<file path="src/logic/stgrp_pkg.sv">
// Package holding constants of the status register groups block
// How it works
// - Four groups; standard event group lives elsewhere
// - Three groups each hold condition, mask, event
// - Activity bits: calibration 0, step 3, reading 4
// - Activity event latches, clears when read
// - Activity condition shows live state
// - Activity summary is OR of masked events
// - Activity and alarm masks take 0 to 32727
// - Alarm bits: voltage 0, current 1, temp 3
// - Alarm bits: inhibit 9, rms limit 12
// - Alarm event latches, clears when read
// - Alarm condition shows live state
// - Alarm summary, status bit 3, includes phases
// - Phase event latches filtered edges, read clears
// - Phase masks take 0 to 32767
`default_nettype none
package stgrp_pkg;

  // ==========================================================
  // Register selection codes for the command port
  localparam logic [3:0] REG_ACT_COND = 4'h0;
  localparam logic [3:0] REG_ACT_EVENT = 4'h1;
  localparam logic [3:0] REG_ACT_MASK = 4'h2;
  localparam logic [3:0] REG_ALM_COND = 4'h3;
  localparam logic [3:0] REG_ALM_EVENT = 4'h4;
  localparam logic [3:0] REG_ALM_MASK = 4'h5;
  localparam logic [3:0] REG_PH_COND = 4'h6;
  localparam logic [3:0] REG_PH_EVENT = 4'h7;
  localparam logic [3:0] REG_PH_MASK = 4'h8;
  localparam logic [3:0] REG_PH_RISE = 4'h9;
  localparam logic [3:0] REG_PH_FALL = 4'hA;

  // ==========================================================
  // Field layouts
  localparam int unsigned REG_W = 16;
  localparam int unsigned PHASES = 3;
  localparam logic [15:0] ACT_USED = 16'h0019;
  localparam logic [15:0] ALM_USED = 16'h120B;
  localparam logic [15:0] ACT_MASK_MAX = 16'h7FD7;
  localparam logic [15:0] ALM_MASK_MAX = 16'h7FD7;
  localparam logic [15:0] PH_MASK_MAX = 16'h7FFF;
  localparam logic [15:0] MASK_RESET = 16'h0000;
  localparam logic [15:0] RISE_RESET = 16'hFFFF;
  localparam logic [15:0] FALL_RESET = 16'h0000;
  localparam int unsigned ALARM_SUM_BIT = 3;

  typedef enum {
    STGRP_IDLE,
    STGRP_ANSWER
  } stgrp_state_t;

endpackage
`default_nettype wire

</file>
<file path="src/logic/stgrp_event_latch.sv">
// One condition/event pair with edge filters and clear on read
`timescale 1ns/1ps
`default_nettype none
module stgrp_event_latch (
  input wire logic clock,
  input wire logic rst,
  input wire logic [15:0] cond,
  input wire logic [15:0] used,
  input wire logic [15:0] riseEn,
  input wire logic [15:0] fallEn,
  input wire logic readClear,
  output logic [15:0] event_r
);
  import stgrp_pkg::*;

  logic [15:0] condPrev_r;
  logic [15:0] hit;

  always_ff @(posedge clock) begin
    if (rst) begin
      condPrev_r <= 16'h0000;
    end else begin
      condPrev_r <= cond & used;
    end
  end

  // Edge detect on filtered condition
  assign hit = (((cond & used) & ~condPrev_r) & riseEn) |
               ((~(cond & used) & condPrev_r) & fallEn);

  // New hit wins over a clearing read so no event is lost
  always_ff @(posedge clock) begin
    if (rst) begin
      event_r <= 16'h0000;
    end else if (readClear) begin
      event_r <= hit & used;
    end else begin
      event_r <= (event_r | hit) & used;
    end
  end
endmodule
`default_nettype wire

</file>
<file path="src/logic/stgrp_phase_mem.sv">
// Small per-phase word store with registered read data
`timescale 1ns/1ps
`default_nettype none
module stgrp_phase_mem (
  input wire logic clock,
  input wire logic rst,
  input wire logic [1:0] waddr,
  input wire logic [15:0] wdata,
  input wire logic wen,
  input wire logic [1:0] raddr,
  input wire logic [15:0] resetVal,
  output logic [15:0] rdata_r,
  output logic [47:0] all
);
  import stgrp_pkg::*;

  logic [15:0] mem [PHASES];

  always_ff @(posedge clock) begin
    if (rst) begin
      for (int i = 0; i < PHASES; i++) begin
        mem[i] <= resetVal;
      end
    end else if (wen && waddr < 2'(PHASES)) begin
      mem[waddr] <= wdata;
    end
  end

  always_ff @(posedge clock) begin
    if (rst) begin
      rdata_r <= 16'h0000;
    end else if (raddr < 2'(PHASES)) begin
      rdata_r <= mem[raddr];
    end else begin
      rdata_r <= 16'h0000;
    end
  end

  assign all = {mem[2], mem[1], mem[0]};
endmodule
`default_nettype wire

</file>
<file path="src/logic/stgrp_top.sv">
// Status register groups: activity, alarm and per-phase alarm
`timescale 1ns/1ps
`default_nettype none
module stgrp_top (
  input wire logic clock,
  input wire logic rst,
  input wire logic [15:0] activityIn,
  input wire logic [15:0] alarmIn,
  input wire logic [47:0] phaseAlarmIn,
  input wire logic [1:0] phaseSelect,
  input wire logic cmdValid,
  input wire logic cmdWrite,
  input wire logic [3:0] cmdReg,
  input wire logic [15:0] cmdData,
  output logic cmdReady,
  output logic rspValid,
  output logic [15:0] rspData,
  output logic activitySummary,
  output logic alarmSummary,
  output logic [7:0] statusBits
);
  import stgrp_pkg::*;

  // ==========================================================
  // Synchronisers for live conditions from the source
  logic [15:0] actS1_r, actS2_r, actS3_r, actLive_r;
  logic [15:0] almS1_r, almS2_r, almS3_r, almLive_r;
  logic [47:0] phS1_r, phS2_r, phS3_r, phLive_r;

  // A change counts once stages two and three agree
  always_ff @(posedge clock) begin
    if (rst) begin
      actS1_r <= 16'h0000;
      actS2_r <= 16'h0000;
      actS3_r <= 16'h0000;
      actLive_r <= 16'h0000;
    end else begin
      actS1_r <= activityIn;
      actS2_r <= actS1_r;
      actS3_r <= actS2_r;
      actLive_r <= (actS2_r & actS3_r) |
                   (actLive_r & (actS2_r | actS3_r));
    end
  end

  always_ff @(posedge clock) begin
    if (rst) begin
      almS1_r <= 16'h0000;
      almS2_r <= 16'h0000;
      almS3_r <= 16'h0000;
      almLive_r <= 16'h0000;
    end else begin
      almS1_r <= alarmIn;
      almS2_r <= almS1_r;
      almS3_r <= almS2_r;
      almLive_r <= (almS2_r & almS3_r) |
                   (almLive_r & (almS2_r | almS3_r));
    end
  end

  always_ff @(posedge clock) begin
    if (rst) begin
      phS1_r <= 48'h0;
      phS2_r <= 48'h0;
      phS3_r <= 48'h0;
      phLive_r <= 48'h0;
    end else begin
      phS1_r <= phaseAlarmIn;
      phS2_r <= phS1_r;
      phS3_r <= phS2_r;
      phLive_r <= (phS2_r & phS3_r) | (phLive_r & (phS2_r | phS3_r));
    end
  end

  // ==========================================================
  // Command decode
  logic [15:0] actMask_r, almMask_r;
  logic take, isWr, isRd;
  stgrp_state_t state_r;

  assign cmdReady = (state_r == STGRP_IDLE);
  assign take = cmdValid && cmdReady;
  assign isWr = take && cmdWrite;
  assign isRd = take && !cmdWrite;

  function automatic logic [15:0] clampMask(input logic [15:0] v,
                                            input logic [15:0] lim);
    // Out of range writes are clipped to the limit
    clampMask = (v > lim) ? lim : v;
  endfunction

  always_ff @(posedge clock) begin
    if (rst) begin
      actMask_r <= MASK_RESET;
    end else if (isWr && cmdReg == REG_ACT_MASK) begin
      actMask_r <= clampMask(cmdData, ACT_MASK_MAX);
    end
  end

  always_ff @(posedge clock) begin
    if (rst) begin
      almMask_r <= MASK_RESET;
    end else if (isWr && cmdReg == REG_ALM_MASK) begin
      almMask_r <= clampMask(cmdData, ALM_MASK_MAX);
    end
  end

  // ==========================================================
  // Event latches for the three groups
  logic [15:0] actEvent, almEvent;
  logic [15:0] phEvent [PHASES];
  logic [47:0] phMaskAll, phRiseAll, phFallAll;
  logic [15:0] phMaskRd, phRiseRd, phFallRd;

  stgrp_event_latch uAct (
    .clock(clock),
    .rst(rst),
    .cond(actLive_r),
    .used(ACT_USED),
    .riseEn(16'hFFFF),
    .fallEn(16'h0000),
    .readClear(isRd && cmdReg == REG_ACT_EVENT),
    .event_r(actEvent)
  );

  stgrp_event_latch uAlm (
    .clock(clock),
    .rst(rst),
    .cond(almLive_r),
    .used(ALM_USED),
    .riseEn(16'hFFFF),
    .fallEn(16'h0000),
    .readClear(isRd && cmdReg == REG_ALM_EVENT),
    .event_r(almEvent)
  );

  // Phase-selected writes go only to the chosen phase
  stgrp_phase_mem uPhMask (
    .clock(clock),
    .rst(rst),
    .waddr(phaseSelect),
    .wdata(clampMask(cmdData, PH_MASK_MAX)),
    .wen(isWr && cmdReg == REG_PH_MASK),
    .raddr(phaseSelect),
    .resetVal(MASK_RESET),
    .rdata_r(phMaskRd),
    .all(phMaskAll)
  );

  stgrp_phase_mem uPhRise (
    .clock(clock),
    .rst(rst),
    .waddr(phaseSelect),
    .wdata(cmdData),
    .wen(isWr && cmdReg == REG_PH_RISE),
    .raddr(phaseSelect),
    .resetVal(RISE_RESET),
    .rdata_r(phRiseRd),
    .all(phRiseAll)
  );

  stgrp_phase_mem uPhFall (
    .clock(clock),
    .rst(rst),
    .waddr(phaseSelect),
    .wdata(cmdData),
    .wen(isWr && cmdReg == REG_PH_FALL),
    .raddr(phaseSelect),
    .resetVal(FALL_RESET),
    .rdata_r(phFallRd),
    .all(phFallAll)
  );

  for (genvar p = 0; p < PHASES; p++) begin : gPh
    stgrp_event_latch uPh (
      .clock(clock),
      .rst(rst),
      .cond(phLive_r[16*p +: 16]),
      .used(ALM_USED),
      .riseEn(phRiseAll[16*p +: 16]),
      .fallEn(phFallAll[16*p +: 16]),
      .readClear(isRd && cmdReg == REG_PH_EVENT &&
                 phaseSelect == 2'(p)),
      .event_r(phEvent[p])
    );
  end

  // ==========================================================
  // Summary bits
  logic phAny;
  always_comb begin
    phAny = 1'b0;
    for (int p = 0; p < PHASES; p++) begin
      phAny = phAny | (|(phEvent[p] & phMaskAll[16*p +: 16]));
    end
  end

  always_ff @(posedge clock) begin
    if (rst) begin
      activitySummary <= 1'b0;
      alarmSummary <= 1'b0;
    end else begin
      activitySummary <= |(actEvent & actMask_r);
      alarmSummary <= (|(almEvent & almMask_r)) | phAny;
    end
  end

  always_comb begin
    statusBits = 8'h00;
    statusBits[ALARM_SUM_BIT] = alarmSummary;
  end

  // ==========================================================
  // Read path: answer one cycle after a taken read; writes get no answer
  logic [15:0] phSelCond, phSelEvent;
  always_comb begin
    phSelCond = 16'h0000;
    phSelEvent = 16'h0000;
    for (int p = 0; p < PHASES; p++) begin
      if (phaseSelect == 2'(p)) begin
        phSelCond = phLive_r[16*p +: 16] & ALM_USED;
        phSelEvent = phEvent[p];
      end
    end
  end

  always_ff @(posedge clock) begin
    if (rst) begin
      state_r <= STGRP_IDLE;
    end else begin
      case (state_r)
        STGRP_IDLE: begin
          if (isRd) begin
            state_r <= STGRP_ANSWER;
          end
        end
        STGRP_ANSWER: state_r <= STGRP_IDLE;
        default: state_r <= STGRP_IDLE;
      endcase
    end
  end

  assign rspValid = (state_r == STGRP_ANSWER);

  // Phase memories answer a cycle late, so only their register code is held here
  logic [3:0] rdReg_r;
  logic [15:0] rdHold_r;
  always_ff @(posedge clock) begin
    if (rst) begin
      rdReg_r <= REG_ACT_COND;
      rdHold_r <= 16'h0000;
    end else if (isRd) begin
      rdReg_r <= cmdReg;
      case (cmdReg)
        REG_ACT_COND: rdHold_r <= actLive_r & ACT_USED;
        REG_ACT_EVENT: rdHold_r <= actEvent;
        REG_ACT_MASK: rdHold_r <= actMask_r;
        REG_ALM_COND: rdHold_r <= almLive_r & ALM_USED;
        REG_ALM_EVENT: rdHold_r <= almEvent;
        REG_ALM_MASK: rdHold_r <= almMask_r;
        REG_PH_COND: rdHold_r <= phSelCond;
        REG_PH_EVENT: rdHold_r <= phSelEvent;
        default: rdHold_r <= 16'h0000;
      endcase
    end
  end

  always_comb begin
    case (rdReg_r)
      REG_PH_MASK: rspData = phMaskRd;
      REG_PH_RISE: rspData = phRiseRd;
      REG_PH_FALL: rspData = phFallRd;
      default: rspData = rdHold_r;
    endcase
  end
endmodule
`default_nettype wire

</file>
<file path="config.mk">
export PLATFORM = sky130hd
export DESIGN_NAME = stgrp_top
export DESIGN_NICKNAME = d
export VERILOG_FILES = /design/src/logic/stgrp_pkg.sv /design/src/logic/stgrp_event_latch.sv /design/src/logic/stgrp_phase_mem.sv /design/src/logic/stgrp_top.sv
export SDC_FILE = /design/constraint.sdc
export NUM_CORES = 1
export LEC_CHECK = 0
export BUFFER_PORTS_ARGS = -buffer_cell sky130_fd_sc_hd__clkbuf_2
export CAP_MARGIN = 20
export CELL_PAD_IN_SITES_DETAIL_PLACEMENT = 1
export CELL_PAD_IN_SITES_GLOBAL_PLACEMENT = 1
export CORE_UTILIZATION = 30
export DETAILED_ROUTE_END_ITERATION = 8
export PLACE_DENSITY = 0.54
export SETUP_SLACK_MARGIN = 0.4
export SLEW_MARGIN = 40
export SYNTH_ARGS = -nofsm -noshare
export SYNTH_HDL_FRONTEND = slang
export SYNTH_SLANG_ARGS = --single-unit
</file>
<file path="constraint.sdc">
create_clock -name clock -period 4.78 [get_ports clock]
set_clock_uncertainty 0.2 [all_clocks]
set_input_delay 0.239 -clock clock [delete_from_list [all_inputs] [get_ports clock]]
set_output_delay 0.239 -clock clock [all_outputs]
set_load 0.02 [all_outputs]
</file>
Word level (Yosys, flattened, before mapping)
Memories as Yosys holds them, arrays and structs flattened. A register that Yosys moved wholly into a read port is not among the register bits.
Cells that the tools add are included.
{"block": "op_classes", "n_eq_ne": 15, "n_reduce_logical": 32, "bitwise": 52, "div_mod_pow": 0, "n_mux": 35, "magnitude_cmp": 3, "shift": 0, "n_addsub": 0, "multipliers": 0}
{"cell": "$and A13 B13 Y13", "n": 13}
{"cell": "$mux W16", "n": 8}
{"cell": "$pmux W16 S8", "n": 1}
{"cell": "$reduce_or A16 Y1", "n": 8}
{"cell": "$and A48 B48 Y48", "n": 2}
{"cell": "$or A48 B48 Y48", "n": 2}
{"cell": "$mux W13", "n": 7}
{"cell": "$not A13 Y13", "n": 7}
{"cell": "$or A13 B13 Y13", "n": 7}
{"cell": "$and A13 B16 Y16", "n": 4}
{"cell": "$and A16 B16 Y16", "n": 4}
{"cell": "$logic_not A32 Y1", "n": 2}
{"cell": "$or A16 B16 Y16", "n": 4}
{"cell": "$pmux W16 S3", "n": 1}
{"cell": "$gt A16 B15 Y1 const B", "n": 2}
{"cell": "$eq A4 B4 Y1 const B", "n": 6}
{"cell": "$logic_and A1 B1 Y1", "n": 17}
{"cell": "$and A5 B16 Y16", "n": 1}
{"cell": "$eq A4 B3 Y1 const B", "n": 4}
{"cell": "$mux W1", "n": 14}
{"cell": "$eq A4 B2 Y1 const B", "n": 2}
{"cell": "$mux W2", "n": 3}
{"cell": "$and A5 B5 Y5", "n": 1}
{"cell": "$mux W5", "n": 1}
{"cell": "12 further kinds", "n": 16}
{"block": "totals", "ff_bits": 455, "inputBits": 106, "output_inout_bits": 28, "latchBits": 0, "mem_count": 3, "ramBits": 144, "romBits": 0}
{"memory": "uPhFall.mem", "depth": 3, "word_bits": 16, "rd": 4, "rd_ports_with_merged_regs": 1, "write_ports": 3, "line_no": "stgrp_phase_mem.sv:17", "text": "logic [15:0] mem [PHASES];"}
{"memory": "uPhMask.mem", "depth": 3, "word_bits": 16, "rd": 4, "rd_ports_with_merged_regs": 1, "write_ports": 3, "line_no": "stgrp_phase_mem.sv:17"}
{"memory": "uPhRise.mem", "depth": 3, "word_bits": 16, "rd": 4, "rd_ports_with_merged_regs": 1, "write_ports": 3, "line_no": "stgrp_phase_mem.sv:17"}

Depth between registers and ports, before layout
Gate-level depths: netlist (run 1).
{"block": "logic_depth", "depth_word": 10, "mapped_depth": 7}

Cells and area by module
From an unflattened synthesis (run 1), not the netlist that was laid out.
{"block": "unflattened", "cells_unflattened": 2632, "hier_area_um2": 29259.3}
{"module": "stgrp_top", "n_inst": 1, "cells_per_inst": 1358, "area_per_inst_um2": 13307.8, "seq_area_each_um2": 7507.2}
{"module": "stgrp_phase_mem", "n_inst": 3, "cells_per_inst": 198, "area_per_inst_um2": 2906.5, "seq_area_each_um2": 1761.7}
{"module": "stgrp_event_latch", "n_inst": 5, "cells_per_inst": 136, "area_per_inst_um2": 1446.4, "seq_area_each_um2": 640.6}

Worst setup path after synthesis (run 1)
OpenSTA, ideal clock, no wires.
{"block": "synth_timing", "kind": "register to register", "start": "register state_r[0]", "end": "memory uPhRise.mem[1][0], enable pin", "arrival_ps": 1948, "required_ps": 4188, "setup_ps": 392, "period_less_slack_ps": 2540, "stages_incl_launch_ff": 6, "setup_slack_ps": 2240, "path_buffers": 1, "cell_sequence": "dfxtp_1 -> and3b_1 -> and3_4 -> nand2_4 -> clkbuf_1 -> o21bai_1"}
{"item": "start: declaration", "line_no": "stgrp_top.sv:79", "text": "stgrp_state_t state_r;"}
{"item": "start signal: assignment", "line_no": "stgrp_top.sv:229", "text": "state_r <= STGRP_IDLE;"}
{"item": "start signal: assignment", "line_no": "stgrp_top.sv:234", "text": "state_r <= STGRP_ANSWER;"}
{"item": "start signal: assignment", "line_no": "stgrp_top.sv:237", "text": "STGRP_ANSWER: state_r <= STGRP_IDLE;"}
{"item": "end: declaration", "line_no": "stgrp_phase_mem.sv:17"}

==> impl_metrics.yaml, run 1 <==
floorplanning:
  die_x_microns: 226
  chipHeight_microns: 226
  placeableCoreArea_sq_um: 49200
  ioPinCount: 134
  die_area_sq_um: 50900
  start_util_pct: 30.5
  core.rowCount: 81
clock_tree:
  cts_buffer_depth: 3
  cts_resized: 0
  numClockSinks: 385
  insertion_delay_ns: 0.55
  cts_buffers: 42
  cts_tree: "built"
  cts_root_buf: "clkbuf_16"
  cts_setup_buffers: 0
  path_clk_slew_ns: 0.06
  htree_levels: 2
flow_run:
  maxCapViolations: 0
worst_hold_path:
  hold_path_class: "in2reg"
  min_path_cells: 3
  min_to: "rdReg_r[2]$_SDFFE_PP0N_"
  holdCritStartpoint: "cmdReg[2]"
worst_setup_path:
  cp.required_ns: 4.74
  r2r-start: "state_r[0]$_SDFFE_PP0N_"
  reg2reg_to: "uPhRise.mem[0][13]$_SDFFCE_PN1P_"
  reg2reg_slack_ns: 1.86
  arrival_ns: 2.91
  r2r_cells: 6
  critPathCaptureType: "flop"
  path_max_fanout: 35
  setup.worst_path.class: "in2reg"
  startpoint_type: "input pin"
synth:
  synth_cells: 1407
  yosys_warnings: 0
  postSynth.asyncResetShare_pct: 0
  seq_area_frac_synth_pct: 61.0
  synth.top_cell.area_share_pct: 32.2
  synth_ff_type: "dfxtp_1"
  yosysTopAreaCell: "dfxtp_1"
  avgSynthCellArea_sq_um: 10.7
  synth-edff-count: 144
  synth_area_leaders: "dfxtp_1 (32%), edfxtp_1 (29%), nor2_1 (5.8%)"
  syn_area_sq_um: 15000
  ys_ff_latch: 385
  synthDistinctLibCells: 56
sta:
  slew_headroom_pct: 38.9
  min_period_over_period_pct: 61.6
  setup_tns_ns: 0
  drv_slew: 0
  whs_ns: 0.0443
  fin_crit_ns: 2.94
  fmax_mhz: 340
  hold_viol: 0
  worstMarginPinSlew_ns: 0.913
  grt_setup_unrepaired: "false"
  finalSetupViolCount: 0
pwr:
  power.density_nw_per_um2: 403
  internal_power_mw: 5.45
  clockPowerShare_pct: 44.3
  vdd_drop_max_mv: 0.259
  switching_share_pct: 23.2
  seqPwrFrac_pct: 49.7
  p_switching_mw: 1.65
  p_leak_nw: 6.41
  pwr-share-comb_pct: 6.0
routing:
  finalWirelength_microns: 41900
  via_per_inst: 4.77
  first_pass_iters: 5
  via_count: 10400
  wire_per_inst_microns: 19.2
  drt_iter0_markers: 440
  drc: 0
  final_antenna_net_count: 0
global_route:
  grt_pass1_vias: 10800
  grt_max_degree: 110
  grt.overflow.total: 0
  grt_util_all_layers_pct: 16.6
  grt_pass1_wl_microns: 63800
  antenna_found_initial: 1
layout:
  antenna_cells: 0
  nFillCells: 5425
  final-instance-count-excl-fill: 2187
  design_area_sq_um: 17600
  syn_to_final_growth_pct: 17.6
  nNetsFinal: 1595
  drive_gt1_share_pct: 12.3
outcome:
  status: "completed"
place:
  postPlaceCellArea_sq_um: 15900
  place_inst: 2069
  dpl.hpwl_microns: 28200
  place_congestion: 0.758
  port_buffers: 69
## per-layer routing
layer	vias up	GRT usage, %	wire length, microns
li1	5051	-	-
met1	5175	21.1	19000
met2	152	29.2	20800
met3	57	2.68	1290
met4	2	4.26	839
met5	-	0	13
## power groups by stage
stage	sequential (mW)	clock (mW)	combinational (mW)
finish	3.53	3.15	0.424
global route	3.54	3.38	0.465
CTS	3.53	3.25	0.436
detailed placement	3.61	0	0.408
global placement	3.60	0	0.403
floorplan	3.59	0	0.264
## critical path, stage by stage
cell	delay (ns)
dlygate4sd3_1	0.53
clkbuf_2	0.26
nor2b_1	0.42
nand2_4	0.29
nor3_4	0.19
buf_4	0.26
or2_1	0.67
## worst max path at each step
stage,startpoint,end,cells after the start
after CTS,state_r[0]$_SDFFE_PP0N_,uPhMask.mem[0][9]$_SDFFCE_PN0P_,5
after floorplan,state_r[0]$_SDFFE_PP0N_,uPhRise.mem[1][0]$_SDFFCE_PN1P_,5
after global routing,cmdReg[1],uPhRise.mem[0][13]$_SDFFCE_PN1P_,7
after global placement,phaseSelect[0],uPhMask.mem[2][6]$_SDFFCE_PN0P_,6
after detailed placement,phaseSelect[0],uPhMask.mem[0][14]$_SDFFCE_PN0P_,6
final,cmdReg[1],uPhRise.mem[0][13]$_SDFFCE_PN1P_,7
## metrics by stage
stage | setup WS (ns) | power (mW) | util [%]
2_1_floorplan | 2.24 | 3.85 | -
3_3_place_gp | 1.45 | 4.01 | 32.3
3_5_place_dp | 1.43 | 4.01 | 32.3
4_1_cts | 1.71 | 7.22 | 35.9
5_1_grt | 1.65 | 7.39 | 35.9
6_report | 1.84 | 7.10 | 35.9
## area by class of cell
class / instances / area, sq um / area share [%]
sequential: 385 / 9150 / 51.9
clock buffer: 60 / 1210 / 6.85
multi-input combinational: 926 / 5410 / 30.7
tap: 664 / 831 / 4.71
timing repair buffer: 124 / 870 / 4.93
clock inverter: 18 / 130 / 0.738
inverter: 10 / 37.5 / 0.213
## cells in the mapped netlist, drive strengths merged, types with 3 or more instances
library cell	count
inv	10
o2bb2ai	4
nand2	77
nor2b	99
a211oi	25
o22ai	25
nor4b	3
nor3	16
nand3	4
dfxtp	241
a221oi	16
and2	52
edfxtp	144
a31oi	4
nand3b	12
a22o	13
nand2b	23
or3	33
a21o	3
or2	4
buf	46
a22oi	5
nor3b	6
o21ai	42
clkbuf	49
nor2	233
a21oi	115
mux2i	66
mux2	16
## timing repair
action | CTS | global route
hold endpoints to repair | 102 | 0
hold buffers | 40 | 0
setup endpoints to repair | 0 | 0
## registers in the layout, summed over array words and instances (netlist names), 5 cells and up
name                flops
almS2_r                 5
almMask_r              16
uPhMask.rdata_r        16
rdHold_r               16
uAlm.condPrev_r         5
uPhFall.rdata_r        16
uAlm.event_r            5
almS3_r                 5
uPhMask.mem            48
phS1_r                 15
almLive_r               5
gPh.uPh.event_r        15
uPhFall.mem            48
uPhRise.rdata_r        16
gPh.uPh.condPrev_r     15
phLive_r               15
almS1_r                 5
actMask_r              16
phS2_r                 15
phS3_r                 15
uPhRise.mem            48
## logic make-up after synthesis
logic type             Yosys count  synth area share (%)
and+or+nand+nor                570                  19.2
buffers and inverters          105                  3.34
AOI/OAI and AO/OA              264                  10.8
muxes                           82                  5.61
other                            1                0.0250
DFF                            385                  61.0
## cell usage in the layout, fill, tap and decap left out, types with 12 or more instances in the layout
cell | synthesis | final
dlygate4sd3_1 | 0 | 40
buf_4 | 20 | 16
or3_1 | 33 | 33
nand2_1 | 75 | 75
a221oi_1 | 16 | 16
nand3b_1 | 12 | 12
nor3_1 | 14 | 14
o22ai_1 | 25 | 25
o21ai_0 | 42 | 42
nand2b_1 | 23 | 20
mux2i_1 | 66 | 66
a21oi_1 | 115 | 115
nor2_1 | 231 | 231
and2_1 | 52 | 50
a22o_1 | 13 | 13
nor2b_1 | 99 | 98
edfxtp_1 | 144 | 144
clkbuf_2 | 1 | 67
dfxtp_1 | 241 | 241
clkbuf_16 | 0 | 42
mux2_2 | 16 | 16
a211oi_1 | 24 | 24
(Power assumes the default switching activity.)
==> run 2, diff against run 1 <==
==> constraint.sdc (replaced) <==
create_clock -name clock -period 2.85 [get_ports clock]
set_clock_uncertainty 0.2 [all_clocks]
set_input_delay 0.1425 -clock clock [delete_from_list [all_inputs] [get_ports clock]]
set_output_delay 0.1425 -clock clock [all_outputs]
set_load 0.02 [all_outputs]
==> run 2 against run 1 <==
Sequential power up 68%. Critical path depth is 2 lower. Clock power rose by 78%. Non-clock buffer count rose by 42. Total power rose by 73%. Combinational power rose by 81%. Global-route usage rose by 0.55 points. Sequential cell count is the same. Critical endpoint is now rspData[5]. Highest routed layer is now met4.
==> impl_metrics.yaml, run 2 (synthesis results as in run 1) <==
sta:
  setup_tns_ns: 0
  hold_viol: 0
  drv_slew: 0
  grt_setup_unrepaired: "true"
  worstMarginPinSlew_ns: 0.701
  fmax_mhz: 418
  fin_crit_ns: 2.39
  slew_headroom_pct: 53.2
  min_period_over_period_pct: 84.0
  finalSetupViolCount: 0
worst_hold_path:
  hold_path_class: "in2reg"
pwr:
  pwr-share-comb_pct: 6.2
  switching_share_pct: 22.8
  vdd_drop_max_mv: 0.384
  seqPwrFrac_pct: 48.2
  internal_power_mw: 9.49
  clockPowerShare_pct: 45.5
  p_switching_mw: 2.81
  p_leak_nw: 6.69
  power.density_nw_per_um2: 675
  total_power_mw: 12.3
outcome:
  status: "completed"
layout:
  layout_common_cells: "dfxtp_1 (239), nor2_1 (231), edfxtp_1 (144)"
  design_area_sq_um: 18200
  drive_gt1_share_pct: 14.5
  final-instance-count-excl-fill: 2233
  mostFrequentLayoutCell: "dfxtp_1"
  nFillCells: 5412
  postLayoutCoreUtil_pct: 37.0
  reg_top3: "uPhFall.mem (48), uPhMask.mem (48), uPhRise.mem (48)"
  nNetsFinal: 1639
  syn_to_final_growth_pct: 21.4
routing:
  via_count: 10700
  drc: 0
  via_per_inst: 4.77
  finalWirelength_microns: 42500
  final_antenna_net_count: 0
  first_pass_iters: 7
  wire_per_inst_microns: 19.0
  drt_iter0_markers: 550
clock_tree:
  cts_buffers: 44
  insertion_delay_ns: 0.56
  cts_buffer_depth: 3
  htree_levels: 2
  cts_tree: "built"
  path_clk_slew_ns: 0.06
  cts_root_buf: "clkbuf_16"
  numClockSinks: 385
place:
  port_buffers: 69
  dpl.hpwl_microns: 29400
  postPlaceCellArea_sq_um: 16100
  place_congestion: 0.846
  place_inst: 2099
floorplanning:
  start_util_pct: 30.5
  ioPinCount: 134
  core.rowCount: 81
  die_x_microns: 226
  die_area_sq_um: 50900
  placeableCoreArea_sq_um: 49200
  chipHeight_microns: 226
global_route:
  antenna_found_initial: 1
  grt.overflow.total: 0
  grt_util_all_layers_pct: 17.2
  grt_pass1_wl_microns: 66000
  grt_max_degree: 99
  grt_pass1_vias: 11300
worst_setup_path:
  arrival_ns: 2.05
  path_max_fanout: 11
  startpoint_type: "flop"
  cp.required_ns: 2.51
  critPathCaptureType: "output pin"
  setup.worst_path.class: "reg2out"
flow_run:
  maxCapViolations: 0
-- run 2: changes by cell type in the layout (fill, tap and decap cells not counted), sizes merged --
cell,delta
inv,+1
clkinvlp,+1
bufinv,+1
clkbuf,+5
diode,+1
clkinv,-5
dlygate4sd3,+11
buf,+31
-- run 2: area by class of cell --
| class | instances | area [sq um] | area share (%) |
|---|---|---|---|
| multi-input combinational | 926 | 5480 | 30.1 |
| sequential | 385 | 9150 | 50.3 |
| tap | 664 | 831 | 4.56 |
| inverter | 10 | 37.5 | 0.206 |
| timing repair buffer | 166 | 1260 | 6.94 |
| clock buffer | 65 | 1300 | 7.15 |
| clock inverter | 16 | 138 | 0.756 |
| antenna | 1 | 2.50 | 0.0137 |
-- run 2: routing by layer --
layer  vias to the layer above  routed length [microns]  GRT usage, %
li1                       5156                        -             -
met5                         -                        0             0
met4                         0                     1570          7.18
met1                      5226                    19100          21.7
met2                       186                    20400          29.2
met3                        82                     1350          2.51
-- run 2: worst max-delay path, stage by stage, from the launching register on --
cell	delay, ns
dfxtp_4	0.44
buf_6	0.19
mux2_2	0.34
o22ai_1	0.20
a21oi_1	0.15
clkbuf_2	0.19
-- run 2: what timing repair did --
| item | CTS | global route |
|---|---|---|
| buffers inserted | 1 | 0 |
| gates resized for setup | 17 | 6 |
| hold buffers | 51 | 0 |
| setup endpoints to repair | 16 | 16 |
| hold endpoints to repair | 191 | 0 |
| pin swaps | 0 | 0 |
-- run 2: power groups by stage --
| stage | combinational, mW | sequential (mW) | clock [mW] |
|---|---|---|---|
| after CTS | 0.782 | 5.93 | 5.76 |
| after floorplan | 0.442 | 6.01 | 0 |
| final | 0.768 | 5.93 | 5.60 |
| after detailed placement | 0.712 | 6.05 | 0 |
| after global routing | 0.841 | 5.94 | 5.98 |
| after global placement | 0.704 | 6.04 | 0 |
-- run 2: worst paths after layout --
kind / startpoint / endpoint / slack [ns] / cells after the start
setup / recovery: rdReg_r[1]$_SDFFE_PP0N_ / rspData[5] / 0.46 / 5
hold / removal: phaseSelect[1] / uPhFall.rdata_r[9]$_SDFF_PP0_ / 0.04 / 5
setup reg to reg: state_r[0]$_SDFFE_PP0N_ / rdReg_r[2]$_SDFFE_PP0N_ / 0.54 / 6
hold reg to reg: phS1_r[17]$_SDFF_PP0_ / phS2_r[17]$_SDFF_PP0_ / 0.23 / 1
-- run 2: through the flow --
step                setup WS (ns)  hold slack (ns)
floorplan                   0.310           0.0707
global placement            0.391            0.152
detailed placement          0.367            0.159
CTS                         0.385           0.0275
global route                0.358           0.0648
finish                      0.457           0.0443
==> run 3, diff against run 2 <==
==> constraint.sdc (replaced) <==
create_clock -name clock -period 2.5 [get_ports clock]
set_clock_uncertainty 0.2 [all_clocks]
set_input_delay 0.125 -clock clock [delete_from_list [all_inputs] [get_ports clock]]
set_output_delay 0.125 -clock clock [all_outputs]
set_load 0.02 [all_outputs]
==> run 3 against run 2 <==
Count of clock-buffer cells in the layout unchanged. Setup slack lost 0.18 ns. Total power grew 16%. Utilization grew 1.8 points. Die area is the same. Sequential power increased by 14%. Largest power group unchanged. Highest routed layer unchanged.
==> impl_metrics.yaml, run 3 (synthesis results as in run 1) <==
sta:
  worstMarginPinSlew_ns: 0.634
  finalSetupViolCount: 0
  min_period_over_period_pct: 88.9
  fmax_mhz: 450
  setup_tns_ns: 0
  hold_viol: 0
  slew_headroom_pct: 57.6
  grt_setup_unrepaired: "true"
  fin_crit_ns: 2.22
  drv_slew: 0
floorplanning:
  ioPinCount: 134
  placeableCoreArea_sq_um: 49200
  core.rowCount: 81
  die_area_sq_um: 50900
  start_util_pct: 30.5
  chipHeight_microns: 226
  die_x_microns: 226
clock_tree:
  cts_tree: "built"
  path_clk_slew_ns: 0.06
  cts_buffer_depth: 3
  htree_levels: 2
  numClockSinks: 385
  insertion_delay_ns: 0.55
  cts_buffers: 42
  cts_root_buf: "clkbuf_16"
routing:
  via_per_inst: 4.80
  final_antenna_net_count: 0
  first_pass_iters: 5
  finalWirelength_microns: 43200
  via_count: 10900
  wire_per_inst_microns: 19.0
  drc: 0
  drt_iter0_markers: 542
  m1WireLength_microns: 19800
  top_layer: "met4"
  met3_length_microns: 1200
  wl_met2_microns: 21300
worst_setup_path:
  critPathCaptureType: "output pin"
  startpoint_type: "flop"
  cp.depth: 5
  path_cells: "buf_8 -> mux2_2 -> o22ai_2 -> a21oi_1 -> buf_4"
  r2r_cells: 6
  arrival_ns: 1.90
  critPathSlowestCell: "dfxtp_4"
  path_max_fanout: 6
  cp_num_buf_inv: 2
  reg2reg_to: "uPhRise.mem[2][12]$_SDFFCE_PN1P_"
  reg2reg_slack_ns: 0.48
  crit_start: "rdReg_r[1]$_SDFFE_PP0N_"
  r2r-start: "state_r[0]$_SDFFE_PP0N_"
  cp.required_ns: 2.17
  setup.worst_path.class: "reg2out"
  crit_end: "rspData[13]"
  max_stage_delay_ns: 0.45
  cpLargestDelayFamily: "flip-flops"
layout:
  mostFrequentLayoutCell: "dfxtp_1"
  design_area_sq_um: 19100
  syn_to_final_growth_pct: 27.3
  nNetsFinal: 1680
  postLayoutCoreUtil_pct: 38.9
  layout_common_cells: "dfxtp_1 (238), nor2_1 (231), edfxtp_1 (144)"
  reg_top3: "uPhFall.mem (48), uPhMask.mem (48), uPhRise.mem (48)"
  antenna_cells: 0
  drive_gt1_share_pct: 17.3
pwr:
  p_leak_nw: 7.05
  vdd_drop_max_mv: 0.504
  switching_share_pct: 22.5
  clockPowerShare_pct: 45.3
  pwr-share-comb_pct: 7.2
  internal_power_mw: 11.0
  power.density_nw_per_um2: 746
  seqPwrFrac_pct: 47.5
  p_switching_mw: 3.21
global_route:
  grt_pass1_wl_microns: 65900
  grt_util_all_layers_pct: 17.2
  grt_max_degree: 121
  grt_pass1_vias: 11100
  antenna_found_initial: 0
  grt.overflow.total: 0
place:
  dpl.hpwl_microns: 29600
  port_buffers: 69
  postPlaceCellArea_sq_um: 16200
  place_congestion: 0.799
outcome:
  status: "completed"
worst_hold_path:
  hold_path_class: "in2reg"
flow_run:
  maxCapViolations: 0
## run 3: cell count changes in the layout (fill, tap and decap cells not counted), moves of 13 or more
| cell | delta |
|---|---|
| clkbuf_8 | +13 |
| clkbuf_2 | -16 |
| buf_4 | +20 |
| dlygate4sd3_1 | +19 |
## run 3: final cells by class
type                            count  area (sq um)
Clock buffer                       65          1320
Clock inverter                     11           131
Fill cell                        5372         30100
Inverter                           10          37.5
Multi-Input combinational cell    927          5800
Sequential cell                   385          9160
Tap cell                          664           831
Timing Repair Buffer              208          1830
## run 3: worst min path at each step
stage,start,to,slack (ns),depth (start not counted)
3_3_place_gp,alarmIn[1],almS1_r[1]$_SDFF_PP0_,0.13,2
2_1_floorplan,activityIn[0],actS1_r[0]$_SDFF_PP0_,0.05,1
4_1_cts,phaseAlarmIn[35],phS1_r[35]$_SDFF_PP0_,0.11,3
6_report,phaseAlarmIn[33],phS1_r[33]$_SDFF_PP0_,0.14,3
3_5_place_dp,phaseAlarmIn[1],phS1_r[1]$_SDFF_PP0_,0.14,2
5_1_grt,phaseAlarmIn[33],phS1_r[33]$_SDFF_PP0_,0.16,3
## run 3: power groups by stage
stage	combinational, mW	clock, mW	sequential, mW
final	1.02	6.46	6.77
after global routing	1.11	6.90	6.79
after CTS	1.00	6.63	6.77
after detailed placement	0.821	0	6.90
after global placement	0.812	0	6.89
after floorplan	0.507	0	6.86
## run 3: per-stage QoR
stage	instances	worst slack, ns	hold WS, ns	power (mW)
floorplan	1416	0.340	0.0532	7.36
global placement	2110	0.310	0.133	7.70
detailed placement	2110	0.286	0.142	7.72
CTS	2262	0.207	0.115	14.4
global route	2270	0.213	0.163	14.8
finish	2270	0.277	0.144	14.2
## run 3: repair_timing
action	CTS	global route
hold buffers	70	0
cloned	2	1
setup buffers	4	7
pin swaps	23	12
endpoints found under the setup margin	111	126
endpoints found under the hold margin	257	0
resized for setup	96	30
## run 3: layer usage
metal	track usage [%]	vias to the layer above
met4	5.20	0
li1	-	5234
met3	2.32	59
met1	22.4	5452
met5	0	-
met2	29.4	149
## run 3: worst register-to-register path: stages (launching register included)
cell	delay [ns]
dfxtp_2	0.33
and3b_2	0.29
and3_4	0.25
nand2_8	0.11
buf_12	0.21
o21bai_4	0.18
buf_4	0.18
